### config.mk
export PLATFORM = sky130hd
export DESIGN_NAME = fms_top
export DESIGN_NICKNAME = d
export VERILOG_FILES = /design/src/verilog/fms_pkg.sv /design/src/verilog/fms_dec_if.sv /design/src/verilog/fms_top.sv /design/src/verilog/fms_prog_decode.sv
export VERILOG_INCLUDE_DIRS = /design/src /design/src/verilog
export SDC_FILE = /design/constraint.sdc
export NUM_CORES = 1
export LEC_CHECK = 0
export BUFFER_PORTS_ARGS = -buffer_cell sky130_fd_sc_hd__buf_2
export CORE_MARGIN = 2
export CORE_UTILIZATION = 38
export DETAILED_ROUTE_END_ITERATION = 10
export GPL_TIMING_DRIVEN = 0
export HOLD_SLACK_MARGIN = 0.15
export PLACE_DENSITY = 0.75
export SYNTH_ARGS = -nofsm -noshare
export SYNTH_HDL_FRONTEND = slang
export SYNTH_HIERARCHICAL = 1
export SYNTH_SLANG_ARGS = --single-unit
### constraint.sdc
create_clock -name mclk_i -period 1.7 [get_ports mclk_i]
set_input_delay 0.085 -clock mclk_i [delete_from_list [all_inputs] [get_ports mclk_i]]
set_output_delay 0.085 -clock mclk_i [all_outputs]
set_load 0.005 [all_outputs]
### src/verilog/fms_params.svh
/*
  Constants for the flash access mode and program memory decode block.
  Assumes a 16-bit address in each of the program, data and I/O spaces.
*/
`ifndef FMS_PARAMS_SVH
`define FMS_PARAMS_SVH

`define FMS_ADDR_W 16
`define FMS_DATA_W 16
`define FMS_MODE_REG_ADDR 16'hff0f
`define FMS_FLASH_HI 16'h7fff
`define FMS_RSVD_LO 16'hfe00
`define FMS_RSVD_HI 16'hfeff
`define FMS_B0_LO 16'hff00
`define FMS_DATA_EXT_LO 16'h8000
`define FMS_RESET_VECTOR 16'h0000
`define FMS_CNF_BIT 12
`define FMS_CTRL_REGS 4
`define FMS_CTRL_IDX_W 2
`define FMS_IO_RDATA 16'h0000
`define FMS_STROBE_OFF 1'b1
`define FMS_STROBE_ON 1'b0

`endif

### src/verilog/fms_pkg.sv
/*
  Types and shared decode for the flash access mode block.
  Assumes fms_params.svh is on the include path.
*/
`include "fms_params.svh"

package fms_pkg;

  typedef logic [`FMS_ADDR_W-1:0] fms_addr_t;

  typedef enum logic {mode_array, mode_regs} fms_mode_e;

  typedef enum logic [1:0] {ptgt_flash, ptgt_b0, ptgt_ext, ptgt_none} fms_ptgt_e;

  // Data space upper half and all I/O except the mode port live off chip
  function automatic logic fms_data_is_ext(input fms_addr_t addr, input logic is_io,
                                           input logic has_ext);
    logic ext;
    ext = is_io ? (addr != `FMS_MODE_REG_ADDR) : (addr >= `FMS_DATA_EXT_LO);
    return ext & has_ext;
  endfunction : fms_data_is_ext

endpackage : fms_pkg

### src/verilog/fms_dec_if.sv
/*
  Carrier between the top block and the program space decoder.
  Assumes both ends run from the same clock and are purely combinational here.
*/
`include "fms_params.svh"

interface fms_dec_if;
  fms_pkg::fms_addr_t addr;
  logic block_zero_placement_bit;
  logic boot_memory_select_pin;
  logic has_ext;
  fms_pkg::fms_ptgt_e tgt;
  logic in_ctrl;
  logic [`FMS_CTRL_IDX_W-1:0] ctrl_idx;

  modport top (output addr, output block_zero_placement_bit, output boot_memory_select_pin, output has_ext,
               input tgt, input in_ctrl, input ctrl_idx);
  modport dec (input addr, input block_zero_placement_bit, input boot_memory_select_pin, input has_ext,
               output tgt, output in_ctrl, output ctrl_idx);
endinterface : fms_dec_if

### src/verilog/fms_top.sv
/*
  Flash access mode selection and program/data/I/O space decode.
  Assumes a CPU core presenting program, data-read and data-write requests
  in the same clock cycle, and a flash wrapper, block zero and external
  memory interface that act on the selects and strobes driven here.
*/
// Summary of operation
// - I/O write to mode port selects control register access, data ignored.
// - I/O read of mode port selects array access, returned data meaningless.
// - Mode port never returns stored contents; it is only a trigger address.
// - Control registers share array base; in register mode the array is unreachable.
// - In array mode control registers are hidden; shared addresses hit the array.
// - Four flash control registers are provided alongside the array.
// - Three selectable spaces, program, data and I/O, each 64K words.
// - Program, data-read and data-write buses decode independently in one cycle.
// - Program space spans at most 64K sixteen-bit words, on-chip blocks included.
// - Off-chip accesses drive the matching space strobe and access strobe low, one per cycle; write beats read beats fetch.
// - Placement bit one puts block zero in program space, zero sends it external.
// - Placement bit reads zero after reset, block zero in data space.
// - Boot select low routes program 0000h-7FFFh and reset vector on chip.
// - Boot select high routes program 0000h-7FFFh and reset vector off chip.
// - Reset vector is always fetched from program address 0000h.
// - Without external interface, program accesses never go off chip; unmapped addresses select no target.
`include "fms_params.svh"

module fms_top #(
  parameter bit HAS_EXT_IF = 1'b1
) (
  input wire logic mclk_i,
  input wire logic resetn_i,
  input wire logic boot_memory_select_pin_i,
  input wire logic [`FMS_DATA_W-1:0] second_status_word_i,
  input wire logic prog_req_i,
  input wire logic prog_wr_i,
  input wire logic [`FMS_ADDR_W-1:0] program_address_bus_i,
  input wire logic dr_req_i,
  input wire logic dr_io_i,
  input wire logic [`FMS_ADDR_W-1:0] data_read_address_bus_i,
  input wire logic dw_req_i,
  input wire logic dw_io_i,
  input wire logic [`FMS_ADDR_W-1:0] data_write_address_bus_i,
  output logic flash_reg_mode_o,
  output logic flash_powerdown_ok_o,
  output logic flash_array_sel_o,
  output logic [`FMS_CTRL_REGS-1:0] flash_ctrl_sel_o,
  output logic flash_ctrl_wr_o,
  output logic b0_prog_sel_o,
  output logic dr_internal_o,
  output logic dw_internal_o,
  output logic block_zero_placement_o,
  output logic io_ack_o,
  output logic [`FMS_DATA_W-1:0] io_rdata_o,
  output logic boot_vector_fetch_o,
  output logic reset_vector_onchip_o,
  output logic program_space_strobe_n_o,
  output logic data_space_strobe_n_o,
  output logic io_space_strobe_n_o,
  output logic external_access_strobe_n_o,
  output logic ext_wr_o,
  output logic [`FMS_ADDR_W-1:0] ext_addr_o
);

  fms_dec_if dec_bus ();

  logic mp_meta_q;
  logic mp_sync_q;
  logic cnf_q;
  fms_pkg::fms_mode_e mode_q;
  fms_pkg::fms_mode_e mode_d;
  logic mode_wr_hit;
  logic mode_rd_hit;
  logic prog_flash;
  logic prog_ext;
  logic dr_ext;
  logic dw_ext;
  logic ctrl_hit;
  logic first_fetch_q;
  logic vec_onchip_q;
  logic io_ack_q;
  logic [`FMS_DATA_W-1:0] io_rdata_q;
  logic ps_n_q;
  logic ds_n_q;
  logic is_n_q;
  logic external_access_strobe_n_q;
  logic ext_wr_q;
  fms_pkg::fms_addr_t ext_addr_q;

  // Boot select is a pin, so it is brought in through two flops
  always_ff @(posedge mclk_i or negedge resetn_i)
  begin
    if (!resetn_i)
    begin
      mp_meta_q <= 1'b0;
      mp_sync_q <= 1'b0;
    end
    else
    begin
      mp_meta_q <= boot_memory_select_pin_i;
      mp_sync_q <= mp_meta_q;
    end
  end

  // Copy of the placement bit; one cycle behind the status word
  always_ff @(posedge mclk_i or negedge resetn_i)
  begin
    if (!resetn_i)
      cnf_q <= 1'b0;
    else
      cnf_q <= second_status_word_i[`FMS_CNF_BIT];
  end

  assign dec_bus.addr = program_address_bus_i;
  assign dec_bus.block_zero_placement_bit = cnf_q;
  assign dec_bus.boot_memory_select_pin = mp_sync_q;
  assign dec_bus.has_ext = HAS_EXT_IF;

  fms_prog_decode u_prog_decode (
    .d (dec_bus)
  );

  // Mode port hits; only the address matters, never the data
  assign mode_wr_hit = dw_req_i && dw_io_i &&
                       (data_write_address_bus_i == `FMS_MODE_REG_ADDR);
  assign mode_rd_hit = dr_req_i && dr_io_i &&
                       (data_read_address_bus_i == `FMS_MODE_REG_ADDR);

  always_comb
  begin
    mode_d = mode_q;
    unique case (mode_q)
      fms_pkg::mode_array:
      begin
        if (mode_wr_hit)
          mode_d = fms_pkg::mode_regs;
      end
      fms_pkg::mode_regs:
      begin
        // A write in the same cycle keeps register mode
        if (mode_rd_hit && !mode_wr_hit)
          mode_d = fms_pkg::mode_array;
      end
    endcase
  end

  // Registered so the new mode governs the next access, not the current one
  always_ff @(posedge mclk_i or negedge resetn_i)
  begin
    if (!resetn_i)
      mode_q <= fms_pkg::mode_array;
    else
      mode_q <= mode_d;
  end

  assign flash_reg_mode_o = (mode_q == fms_pkg::mode_regs);
  // Array idle in register mode, so it may be powered down safely
  assign flash_powerdown_ok_o = (mode_q == fms_pkg::mode_regs);

  // Program bus decode; independent of both data buses
  assign prog_flash = prog_req_i && (dec_bus.tgt == fms_pkg::ptgt_flash);
  assign prog_ext = prog_req_i && (dec_bus.tgt == fms_pkg::ptgt_ext);

  // Array writes are not direct memory writes and are dropped
  assign flash_array_sel_o = prog_flash && !prog_wr_i &&
                             (mode_q == fms_pkg::mode_array);
  assign ctrl_hit = prog_flash && dec_bus.in_ctrl &&
                    (mode_q == fms_pkg::mode_regs);

  genvar gi;
  generate
    for (gi = 0; gi < `FMS_CTRL_REGS; gi++)
    begin : g_ctrl_sel
      assign flash_ctrl_sel_o[gi] =
        ctrl_hit && (dec_bus.ctrl_idx == `FMS_CTRL_IDX_W'(gi));
    end
  endgenerate

  assign flash_ctrl_wr_o = ctrl_hit && prog_wr_i;
  assign b0_prog_sel_o = prog_req_i && (dec_bus.tgt == fms_pkg::ptgt_b0);

  // Data buses decode with the shared space function
  assign dr_ext = dr_req_i &&
                  fms_pkg::fms_data_is_ext(data_read_address_bus_i, dr_io_i,
                                           HAS_EXT_IF);
  assign dw_ext = dw_req_i &&
                  fms_pkg::fms_data_is_ext(data_write_address_bus_i, dw_io_i,
                                           HAS_EXT_IF);
  assign dr_internal_o = dr_req_i && !dr_io_i && !dr_ext;
  assign dw_internal_o = dw_req_i && !dw_io_i && !dw_ext;
  assign block_zero_placement_o = cnf_q;

  // Mode port answers with a fixed pattern, never stored state
  always_ff @(posedge mclk_i or negedge resetn_i)
  begin
    if (!resetn_i)
    begin
      io_ack_q <= 1'b0;
      io_rdata_q <= `FMS_IO_RDATA;
    end
    else
    begin
      io_ack_q <= mode_wr_hit || mode_rd_hit;
      io_rdata_q <= `FMS_IO_RDATA;
    end
  end

  assign io_ack_o = io_ack_q;
  assign io_rdata_o = io_rdata_q;

  // First program fetch after reset is the reset vector fetch
  always_ff @(posedge mclk_i or negedge resetn_i)
  begin
    if (!resetn_i)
    begin
      first_fetch_q <= 1'b1;
      vec_onchip_q <= 1'b0;
    end
    else if (first_fetch_q && prog_req_i &&
             (program_address_bus_i == `FMS_RESET_VECTOR))
    begin
      first_fetch_q <= 1'b0;
      vec_onchip_q <= prog_flash;
    end
  end

  assign boot_vector_fetch_o = first_fetch_q && prog_req_i &&
                               (program_address_bus_i == `FMS_RESET_VECTOR);
  assign reset_vector_onchip_o = vec_onchip_q;

  // One external bus: write beats read beats fetch; the CPU must not
  // issue two off-chip accesses in one cycle, the loser is not driven
  always_ff @(posedge mclk_i or negedge resetn_i)
  begin
    if (!resetn_i)
    begin
      ps_n_q <= `FMS_STROBE_OFF;
      ds_n_q <= `FMS_STROBE_OFF;
      is_n_q <= `FMS_STROBE_OFF;
      external_access_strobe_n_q <= `FMS_STROBE_OFF;
      ext_wr_q <= 1'b0;
      ext_addr_q <= '0;
    end
    else
    begin
      ps_n_q <= `FMS_STROBE_OFF;
      ds_n_q <= `FMS_STROBE_OFF;
      is_n_q <= `FMS_STROBE_OFF;
      external_access_strobe_n_q <= `FMS_STROBE_OFF;
      ext_wr_q <= 1'b0;
      if (dw_ext)
      begin
        ds_n_q <= dw_io_i ? `FMS_STROBE_OFF : `FMS_STROBE_ON;
        is_n_q <= dw_io_i ? `FMS_STROBE_ON : `FMS_STROBE_OFF;
        external_access_strobe_n_q <= `FMS_STROBE_ON;
        ext_wr_q <= 1'b1;
        ext_addr_q <= data_write_address_bus_i;
      end
      else if (dr_ext)
      begin
        ds_n_q <= dr_io_i ? `FMS_STROBE_OFF : `FMS_STROBE_ON;
        is_n_q <= dr_io_i ? `FMS_STROBE_ON : `FMS_STROBE_OFF;
        external_access_strobe_n_q <= `FMS_STROBE_ON;
        ext_addr_q <= data_read_address_bus_i;
      end
      else if (prog_ext)
      begin
        ps_n_q <= `FMS_STROBE_ON;
        external_access_strobe_n_q <= `FMS_STROBE_ON;
        ext_wr_q <= prog_wr_i;
        ext_addr_q <= program_address_bus_i;
      end
    end
  end

  assign program_space_strobe_n_o = ps_n_q;
  assign data_space_strobe_n_o = ds_n_q;
  assign io_space_strobe_n_o = is_n_q;
  assign external_access_strobe_n_o = external_access_strobe_n_q;
  assign ext_wr_o = ext_wr_q;
  assign ext_addr_o = ext_addr_q;

endmodule : fms_top

### src/verilog/fms_prog_decode.sv
/*
  Program space address decoder: flash, dual-access block zero or external.
  Assumes the placement bit and boot select level are already in the clock domain.
*/
`include "fms_params.svh"

module fms_prog_decode (
  fms_dec_if.dec d
);

  always_comb
  begin
    d.tgt = fms_pkg::ptgt_ext;
    if (d.addr <= `FMS_FLASH_HI)
    begin
      // Variants without external bus always boot and run from chip
      if (!d.boot_memory_select_pin || !d.has_ext)
        d.tgt = fms_pkg::ptgt_flash;
      else
        d.tgt = fms_pkg::ptgt_ext;
    end
    else if (d.addr >= `FMS_B0_LO)
    begin
      if (d.block_zero_placement_bit)
        d.tgt = fms_pkg::ptgt_b0;
      else
        d.tgt = d.has_ext ? fms_pkg::ptgt_ext : fms_pkg::ptgt_none;
    end
    else if (d.addr >= `FMS_RSVD_LO && d.addr <= `FMS_RSVD_HI)
    begin
      // Hole left reserved while the block sits in program space
      if (d.block_zero_placement_bit)
        d.tgt = fms_pkg::ptgt_none;
      else
        d.tgt = d.has_ext ? fms_pkg::ptgt_ext : fms_pkg::ptgt_none;
    end
    else
    begin
      d.tgt = d.has_ext ? fms_pkg::ptgt_ext : fms_pkg::ptgt_none;
    end
  end

  // Control registers share the base of the array
  assign d.in_ctrl = (d.addr < `FMS_ADDR_W'(`FMS_CTRL_REGS));
  assign d.ctrl_idx = d.addr[`FMS_CTRL_IDX_W-1:0];

endmodule : fms_prog_decode

==> results.json, run 1 <==
{
  "met3_usage_pct": 5.49,
  "r2r-start": "block_zero_placement_o",
  "reg2regPathDepth": 11,
  "synthArstFlopShare_pct": 100,
  "dp_cells": 398,
  "min_to": "ext_addr_o[1]",
  "initial_core_util_pct": 40.1,
  "cts.sinks": 28,
  "cp_num_cells": 7,
  "use_met1_pct": 31.3,
  "ys_seq_area_share_pct": 36.8,
  "slowest_delay_ns": 0.35,
  "arrival_ns": 1.89,
  "wl_um": 7130,
  "syn2layout_area_growth_pct": 68.8,
  "grt_pass1_wl_um": 10300,
  "worstPathCellList": "and4_1, nand4_1, o21ba_4, nor3b_4, and3_4, nor3b_2, buf_2",
  "grtUsageMet2_pct": 42.9,
  "rows": 25,
  "numPortBuffers": 92,
  "viasPerCell": 5.28,
  "r2r_slack_ns": -0.28,
  "max_freq_ghz": 0.505,
  "cts_buffers": 3,
  "die_y_um": 75.1,
  "final_nets": 438,
  "drc_errors": 0,
  "violations": "setup timing",
  "syn_area_mm2": 0.00192,
  "syn_inst": 223,
  "ant_nets": 0,
  "die_w_um": 75.1,
  "firstDrtPassIters": 6,
  "synth.distinct_cells": 46,
  "dieArea_mm2": 0.00564,
  "wl_per_cell_um": 16.5,
  "layout_setup_ws_ns": -0.280,
  "hold_ws_ns": 0.155,
  "end_kind": "output port",
  "core_region_area_mm2": 0.00479,
  "worstMarginPinSlew_ns": 0.633,
  "antenna_found_initial": 0,
  "slew_headroom_pct": 57.8,
  "status": "finished, violations left",
  "max_cap_violations": 0,
  "grt_max_degree": 29,
  "grt-ovfl-total": 0,
  "critical_path_class": "flip-flop to output port",
  "synthFlopType": "dfrtp_1",
  "drv_slew": 0,
  "hpwl_um": 4930,
  "clk_latency_ns": 0.28,
  "power_leakage_nw": 1.53,
  "rsz0062_at_grt": "yes",
  "drive_above_1_share_pct": 52.7,
  "gp_congestion": 0.916,
  "hold_viol": 0,
  "drt_iter0_drc": 81,
  "fin_crit_sh_pct": 116,
  "crit_slowest_cell": "dfrtp_1",
  "htree_num_levels": 1,
  "powerDensity_mw_per_mm2": 627,
  "root_buffer": "clkbuf_8",
  "skew_ns": 0.00141,
  "start_kind": "flip-flop",
  "min_path_cells": 3,
  "cts_tree": "built",
  "clk_path_buf_depth": 2,
  "grt_pass1_vias": 2115,
  "yosys_warnings": 6,
  "antennaDiodeCount": 0,
  "path_max_fanout": 5,
  "fin_cells": 431,
  "vdd_drop_max_v": 0.000472,
  "layout_commonest_cell": "buf_2",
  "synth_edf_count": 0,
  "synth_seq_cells": 28,
  "fillCellCount": 388,
  "avgSynthCellArea_um2": 8.61,
  "path_buf_inv": 1,
  "crit_family": "simple AND/OR/NAND/NOR gates",
  "boundaryPins": 125,
  "clk_pin_slew_ns": 0.10,
  "grt_usage_pct": 24.4,
  "setup_viol": 23,
  "reg2reg_to": "ext_addr_o[8]",
  "hold_class": "primary input to flip-flop",
  "grt-busiest-layer": "met2",
  "cp.required_ns": 1.62,
  "hp-start": "data_write_address_bus_i[1]",
  "period_minus_slack_ns": 1.98,
  "via_count": 2277,
  "final_cell_mix": "buf_2 (94), buf_4 (24), dfrtp_1 (23)"
}
## metrics by stage
| stage | power, mW | setup TNS (ns) | utilization (%) | cell area (um^2) | setup slack [ns] |
|---|---|---|---|---|---|
| after floorplan | 1.05 | -1.84 | - | 2030 | -0.169 |
| after global placement | 1.28 | -9.08 | 53.8 | 2570 | -0.529 |
| after detailed placement | 1.29 | -9.04 | 53.8 | 2570 | -0.527 |
| after CTS | 1.96 | -4.09 | 64.6 | 3090 | -0.262 |
| after global routing | 2.13 | -8.44 | 67.7 | 3240 | -0.422 |
| final | 2.03 | -5.31 | 67.7 | 3240 | -0.280 |
## Yosys cell counts, types with 3 or more instances
cell type	number	area share, %
a211oi_1	12	4.7
a21oi_1	15	3.9
a221oi_1	4	1.8
buf_2	4	1.0
buf_4	21	8.2
clkbuf_1	5	0.98
dfrtp_1	23	30
dfstp_2	5	6.8
nand2_1	24	4.7
nand3_1	17	4.4
nand4_1	5	1.6
nor2_1	20	3.9
nor3b_1	5	2.0
nor4_1	5	1.6
o21ai_0	3	0.78
o31ai_1	15	5.9
## where the power goes
group          total [mW]  switching (mW)  internal, mW  leakage, nW
Combinational       0.701           0.354         0.347         1.16
Sequential          0.793          0.0496         0.743        0.331
Clock               0.538           0.222         0.316       0.0357
Total                2.03           0.626          1.41         1.53
## cells by family (layout without fill, tap and decap cells)
group / Yosys count / in the layout / share of synthesized area, %
multiplexers: 2 / 2 / 1.11
AO/OA/AOI/OAI: 60 / 60 / 22.6
flip-flops: 28 / 28 / 36.8
buffers and inverters: 34 / 159 / 11.4
other: 2 / 18 / 0.391
AND/OR/NAND/NOR: 97 / 97 / 27.6
## per-layer routing
metal	routed length [um]	share of wire [%]
met4	63	0.88
met1	2810	39
met5	0	0
met2	3620	51
met3	627	8.8
## final cells by class
| type | instances | area [um^2] | share of cell area [%] |
|---|---|---|---|
| well taps | 67 | 83.8 | 2.59 |
| plain buffers | 31 | 233 | 7.18 |
| clock buffers | 3 | 41.3 | 1.27 |
| repair buffers | 122 | 777 | 24.0 |
| inverters | 2 | 7.51 | 0.232 |
| clock inverters | 1 | 30.0 | 0.927 |
| multi-input cells | 177 | 1360 | 42.0 |
| flip-flops and latches | 28 | 707 | 21.8 |
## timing repair
item,CTS,global route
endpoints found under the hold margin,43,0
setup endpoints to repair,25,28
gates resized for setup,39,28
hold buffers,21,0
cloned,2,0
setup buffers,7,0
pin swaps,18,8
## worst max-delay path by stage
stage	endpoint	start	slack, ns
4_1_cts	flash_ctrl_sel_o[0]	block_zero_placement_o	-0.26
3_5_place_dp	ext_addr_o[12]	data_write_address_bus_i[4]	-0.53
3_3_place_gp	ext_addr_o[12]	data_write_address_bus_i[4]	-0.53
5_1_grt	flash_ctrl_sel_o[0]	block_zero_placement_o	-0.42
2_1_floorplan	ext_addr_o[15]	data_read_address_bus_i[7]	-0.17
6_report	flash_ctrl_sel_o[0]	block_zero_placement_o	-0.28
## worst min-delay path, stage by stage
cell     delay, ns
buf_2         0.10
nor2_1        0.05
o31ai_2       0.17
## sequential cells by signal (all words and copies together), names as in the netlist
register,cells
data_space_strobe_n_o,1
block_zero_placement_o,1
dec_bus.boot_memory_select_pin,1
external_access_strobe_n_o,1
program_space_strobe_n_o,1
reset_vector_onchip_o,1
io_ack_o,1
io_space_strobe_n_o,1
ext_wr_o,1
ext_addr_o,16
first_fetch_q,1
flash_powerdown_ok_o,1
mp_meta_q,1
Power figures use the tool's default switching activity.
==> run 2, diff against run 1 <==
Settings changed: ABC_AREA set to 1, CORE_UTILIZATION 38 to 39.
==> run 2 against run 1 <==
Net effect: register-to-register slack improved by 0.36 ns; first-iteration DRC count up 43%; critical path type unchanged; die area rose by 4.5%; sequential cell count stayed put; routed wire length decreased by 14%; fmax grew 17%; the flow now finishes without violations; critical path depth grew 2; sequential share of layout area grew 1.6 points; clock skew grew 0.0039 ns.
==> results.json, run 2 <==
{
  "synth_area_leaders": "dfrtp_1 (28%), nand2_1 (23%), inv_1 (10%), nand3_1 (9.7%), buf_4 (6.9%)",
  "synth.distinct_cells": 24,
  "synth_top_area_share_pct": 27.9,
  "via_count": 2384,
  "max_freq_ghz": 0.591,
  "final_cell_mix": "nand2_1 (128), buf_2 (96), inv_1 (55)",
  "rows": 26,
  "power_leakage_nw": 1.88,
  "boundaryPins": 125,
  "dieArea_mm2": 0.00589,
  "vdd_drop_max_v": 0.000344,
  "numPortBuffers": 93,
  "drc_errors": 0,
  "syn_area_mm2": 0.00206,
  "status": "finished, final reports clean",
  "worstPathCellList": "nand2_1, nor2_2, nand3_1, nand2_1, inv_2, nor3_4, nand3_4, nor3_1, buf_2",
  "synthMostInstantiatedCell": "nand2_1",
  "firstDrtPassIters": 4,
  "cts_tree": "built",
  "initial_core_util_pct": 40.4,
  "end_kind": "output port",
  "synth_area_leader_cell": "dfrtp_1",
  "yosys_warnings": 6,
  "crit_slowest_cell": "dfrtp_1",
  "synth_edf_count": 0,
  "grt_pass1_vias": 2183,
  "clk_path_buf_depth": 2,
  "worstMarginPinSlew_ns": 0.636,
  "hold_viol": 0,
  "hpwl_um": 4600,
  "synthArstFlopShare_pct": 100,
  "drv_slew": 0,
  "grt_max_degree": 29,
  "gp_congestion": 0.861,
  "rsz0062_at_grt": "yes",
  "final_nets": 543,
  "cts.sinks": 28,
  "syn2layout_area_growth_pct": 46.5,
  "crit_path_frequent_cell": "nand2_1",
  "ys_seq_area_share_pct": 34.2,
  "max_cap_violations": 0,
  "clk_latency_ns": 0.28,
  "grt-ovfl-total": 0,
  "viasPerCell": 4.42,
  "slowest_delay_ns": 0.35,
  "antenna_found_initial": 0,
  "slew_headroom_pct": 57.6,
  "cp.required_ns": 1.62,
  "antennaDiodeCount": 0,
  "layout_setup_ws_ns": 0.00877,
  "wl_per_cell_um": 11.4,
  "syn_inst": 333,
  "hold_class": "primary input to flip-flop",
  "fin_crit_sh_pct": 99.5,
  "fillCellCount": 506,
  "regArea_um2": 707,
  "setup_viol": 0,
  "arrival_ns": 1.61,
  "drive_above_1_share_pct": 30.5,
  "cts_buffers": 3,
  "tns_ns": 0,
  "avgSynthCellArea_um2": 6.20,
  "core_region_area_mm2": 0.00511,
  "synth_seq_cells": 28,
  "die_w_um": 76.8,
  "dp_slack_ns": 0.0922,
  "start_kind": "flip-flop",
  "htree_num_levels": 1,
  "grt_usage_pct": 20.6,
  "fin_cells": 539,
  "root_buffer": "clkbuf_8",
  "die_y_um": 76.8,
  "layout_commonest_cell": "nand2_1",
  "period_minus_slack_ns": 1.69,
  "powerDensity_mw_per_mm2": 637,
  "synthFlopType": "dfrtp_1",
  "grt_pass1_wl_um": 9920,
  "synth_common_cells": "nand2_1 (128), inv_1 (56), nand3_1 (40)",
  "drt_iter0_drc": 116,
  "critical_path_class": "flip-flop to output port",
  "path_max_fanout": 5,
  "multiInputGateArea_mm2": 0.00105,
  "skew_ns": 0.00531,
  "clk_pin_slew_ns": 0.10,
  "wl_um": 6160,
  "ant_nets": 0,
  "largest_reg_flops": 16,
  "dp_cells": 512
}
## run 2: cell type report
class                      count  area share [%]
clock inverter                 1           0.993
tap                           70            2.89
multi-input combinational    236            34.7
inverter                      59            7.49
sequential                    28            23.4
buffer                        25            6.08
timing repair buffer         117            23.1
clock buffer                   3            1.36
## run 2: final timing paths
path,cells after the start,start,slack [ns],end
max,9,block_zero_placement_o,0.009,flash_ctrl_sel_o[3]
min,5,data_write_address_bus_i[15],0.18,ext_addr_o[15]
max reg2reg,11,block_zero_placement_o,0.08,ext_addr_o[0]
min reg2reg,0,mp_meta_q,0.38,dec_bus.boot_memory_select_pin
max in group asynchronous,2,resetn_i,0.93,dec_bus.boot_memory_select_pin
min in group asynchronous,2,resetn_i,0.35,ext_addr_o[0]
## run 2: metal layers
layer	vias to the layer above	wire [um]	global-route usage (%)
li1	1248	-	-
met1	1041	2650	27.1
met2	86	3000	34.8
met3	9	409	3.65
met4	0	99	5.64
met5	-	0	0
## run 2: cells by family after synthesis
family,Yosys count,share of synthesized area [%]
compound gates,6,2.30
simple gates,212,43.5
flops,28,34.2
buf+inv,85,19.6
other cells,2,0.364
## run 2: critical path, delay by kind of cell (launching register included)
| family | cells | cell delay [ns] |
|---|---|---|
| buffers and inverters | 2 | 0.20 |
| DFF | 1 | 0.35 |
| and+or+nand+nor | 7 | 0.78 |
## run 2: report_power, final
group          total, mW  switching, mW  internal (mW)
Sequential         0.790         0.0378          0.752
Combinational      0.600          0.323          0.277
Clock              0.538          0.222          0.316
Total               1.93          0.583           1.34
## run 2: stage by stage
| stage | total power [mW] | hold WS, ns | utilization, % | cell area [um^2] |
|---|---|---|---|---|
| finish | 1.93 | 0.179 | 59.2 | 3030 |
| global route | 2.05 | 0.201 | 59.2 | 3030 |
| CTS | 1.92 | 0.174 | 58.1 | 2970 |
| detailed placement | 1.34 | 0.152 | 52.4 | 2680 |
| floorplan | 1.10 | -0.211 | - | 2120 |
| global placement | 1.33 | 0.136 | 52.4 | 2680 |
## run 2: repair_timing
action,4_1_cts,5_1_grt
hold buffers,21,0
gates resized for setup,2,10
hold endpoints to repair,42,0
setup buffers,0,3
endpoints found under the setup margin,5,17
pin swaps,2,1
==> run 3, diff against run 2 <==
Settings changed: PLACE_DENSITY 0.75 to 0.76, SYNTH_HIERARCHICAL 1 to unset.
==> run 3 against run 2 <==
Net effect: final cell count fell by 5.6%; design area is 6.3% lower; critical path depth decreased by 3.
==> results.json, run 3 <==
{
  "syn_area_mm2": 0.00198,
  "multiInputGateArea_um2": 985,
  "yosys_warnings": 0,
  "drc_errors": 0,
  "skew_ns": 0.00790,
  "wl_um": 5770,
  "htree_num_levels": 1,
  "layout_commonest_cell": "nand2_1",
  "synth.distinct_cells": 25,
  "final_nets": 516,
  "largest_reg_flops": 16,
  "rows": 25,
  "dp_cells": 486,
  "syn2layout_area_growth_pct": 43.1,
  "grt-ovfl-total": 0,
  "power.total_mw": 1.70,
  "slew_headroom_pct": 57.2,
  "power_frac_clock_pct": 22.0,
  "syn_inst": 311,
  "via_count": 2293,
  "root_buffer": "clkbuf_8",
  "synth_top_area_share_pct": 29.1,
  "clk_path_buf_depth": 2,
  "cp.required_ns": 1.62,
  "placed_cell_area_mm2": 0.00259,
  "viasPerCell": 4.50,
  "dieArea_mm2": 0.00566,
  "max_freq_ghz": 0.622,
  "hold_class": "primary input to flip-flop",
  "setup_viol": 0,
  "firstDrtPassIters": 5,
  "antennaDiodeCount": 0,
  "end_kind": "output port",
  "path_max_fanout": 5,
  "seq_power_share_pct": 45.9,
  "final_cell_mix": "nand2_1 (127), buf_2 (96), inv_1 (48)",
  "drt_iter0_drc": 100,
  "period_minus_slack_ns": 1.61,
  "worstPathCellList": "nor2_1, inv_2, nor2_4, nand4_1, nor3_2, buf_2",
  "avgSynthCellArea_um2": 6.37,
  "core_region_area_mm2": 0.00482,
  "fin_crit_sh_pct": 94.6,
  "fin_util_pct": 58.8,
  "grt_usage_pct": 20.5,
  "arrival_ns": 1.52,
  "path_buf_inv": 2,
  "start_kind": "flip-flop",
  "initial_core_util_pct": 41.1,
  "die_w_um": 75.3,
  "cts.sinks": 28,
  "synthFlopType": "dfrtp_1",
  "design_area_mm2": 0.00283,
  "power_frac_comb_pct": 32.0,
  "post-cts-setup-buffers": 0,
  "numPortBuffers": 93,
  "max_cap_violations": 0,
  "cts_buffers": 3,
  "drive_above_1_share_pct": 30.3,
  "status": "finished, final reports clean",
  "gp_congestion": 0.835,
  "drv_slew": 0,
  "synth_edf_count": 0,
  "fin_cells": 509,
  "grt_max_degree": 29,
  "hold_ws_ns": 0.153,
  "power_switching_mw": 0.541,
  "die_y_um": 75.3,
  "tns_ns": 0,
  "regArea_um2": 707,
  "synthArstFlopShare_pct": 100,
  "hold_viol": 0,
  "boundaryPins": 125,
  "antenna_found_initial": 0,
  "ant_nets": 0,
  "clk_pin_slew_ns": 0.10,
  "worstMarginPinSlew_ns": 0.641,
  "grt_pass1_vias": 2121,
  "synth_area_leader_cell": "dfrtp_1",
  "synth_area_leaders": "dfrtp_1 (29%), nand2_1 (24%), nand3_1 (9.9%), inv_1 (9.3%), dfstp_2 (6.6%)",
  "synth_common_cells": "nand2_1 (127), inv_1 (49), nand3_1 (39)",
  "layout_setup_ws_ns": 0.0911,
  "cts_tree": "built",
  "grt_pass1_wl_um": 9010,
  "slowest_delay_ns": 0.37,
  "crit_slowest_cell": "dfrtp_1",
  "wl_per_cell_um": 11.3,
  "power_leakage_nw": 1.77,
  "rsz0062_at_grt": "yes",
  "synthMostInstantiatedCell": "nand2_1",
  "intPower_mw": 1.16,
  "ys_seq_area_share_pct": 35.7,
  "crit_family": "simple AND/OR/NAND/NOR gates",
  "p_sw_share_pct": 31.7,
  "fillCellCount": 506,
  "hpwl_um": 4510,
  "dp_slack_ns": 0.0530,
  "powerDensity_mw_per_mm2": 601,
  "clk_latency_ns": 0.27,
  "synth_seq_cells": 28,
  "critical_path_class": "flip-flop to output port",
  "vdd_drop_max_v": 0.000448
}
==> run 3: changes by cell type in the layout (fill, tap and decap cells not counted), sizes merged, moves of 2 or more <==
cell,delta
buf,-5
clkbuf,+2
conb,-2
dlygate4sd3,-2
inv,-8
nor2,-6
nor3,-2
o21ai,-2
==> run 3: timing repair <==
action	4_1_cts	5_1_grt
hold buffers	19	0
setup endpoints to repair	0	3
hold endpoints to repair	41	0
gates resized for setup	0	4
==> run 3: path summary, 6_finish.rpt <==
check                      depth (start not counted)  slack, ns                      startpoint                              to
hold reg to reg                                    0       0.37                       mp_meta_q  dec_bus.boot_memory_select_pin
max in group asynchronous                          2       0.92                        resetn_i                   ext_addr_o[4]
min in group asynchronous                          2       0.36                        resetn_i                        ext_wr_o
setup / recovery                                   6       0.09  dec_bus.boot_memory_select_pin             flash_ctrl_sel_o[3]
setup reg to reg                                   7       0.23          block_zero_placement_o                   ext_addr_o[6]
hold / removal                                     5       0.15     data_write_address_bus_i[2]                   ext_addr_o[2]
==> run 3: cell families after synthesis <==
family,share of synthesized area [%]
flops,35.7
compound gates,1.83
simple gates,44.2
other cells,0.189
buf+inv,18.1
==> run 3: layout make-up <==
| type | instances | share of cell area, % |
|---|---|---|
| Multi-Input combinational cell | 223 | 34.7 |
| Clock buffer | 4 | 1.59 |
| Timing Repair Buffer | 112 | 23.1 |
| Buffer | 24 | 5.83 |
| Sequential cell | 28 | 24.9 |
| Tap cell | 67 | 2.96 |
| Inverter | 51 | 6.80 |
==> run 3: worst reg2reg max path: stages (launching register included) <==
cell,delay (ns)
dfrtp_1,0.39
nand4_1,0.11
nand3_1,0.20
nand3_4,0.21
clkinv_2,0.16
buf_6,0.18
nand2_1,0.06
nand2_1,0.05
==> run 3: power by group through the flow <==
stage	registers (mW)	clock network, mW	logic, mW
3_5_place_dp	0.794	0	0.510
4_1_cts	0.783	0.391	0.544
2_1_floorplan	0.803	0	0.266
5_1_grt	0.792	0.402	0.628
3_3_place_gp	0.794	0	0.498
6_report	0.783	0.375	0.546
==> run 3: metal layers <==
| layer | wire [um] | GRT usage [%] | up-vias |
|---|---|---|---|
| li1 | - | - | 1181 |
| met1 | 2500 | 26.2 | 1016 |
| met2 | 2790 | 36.7 | 90 |
| met3 | 437 | 3.88 | 6 |
| met4 | 46 | 2.92 | 0 |
| met5 | 0 | 0 | - |
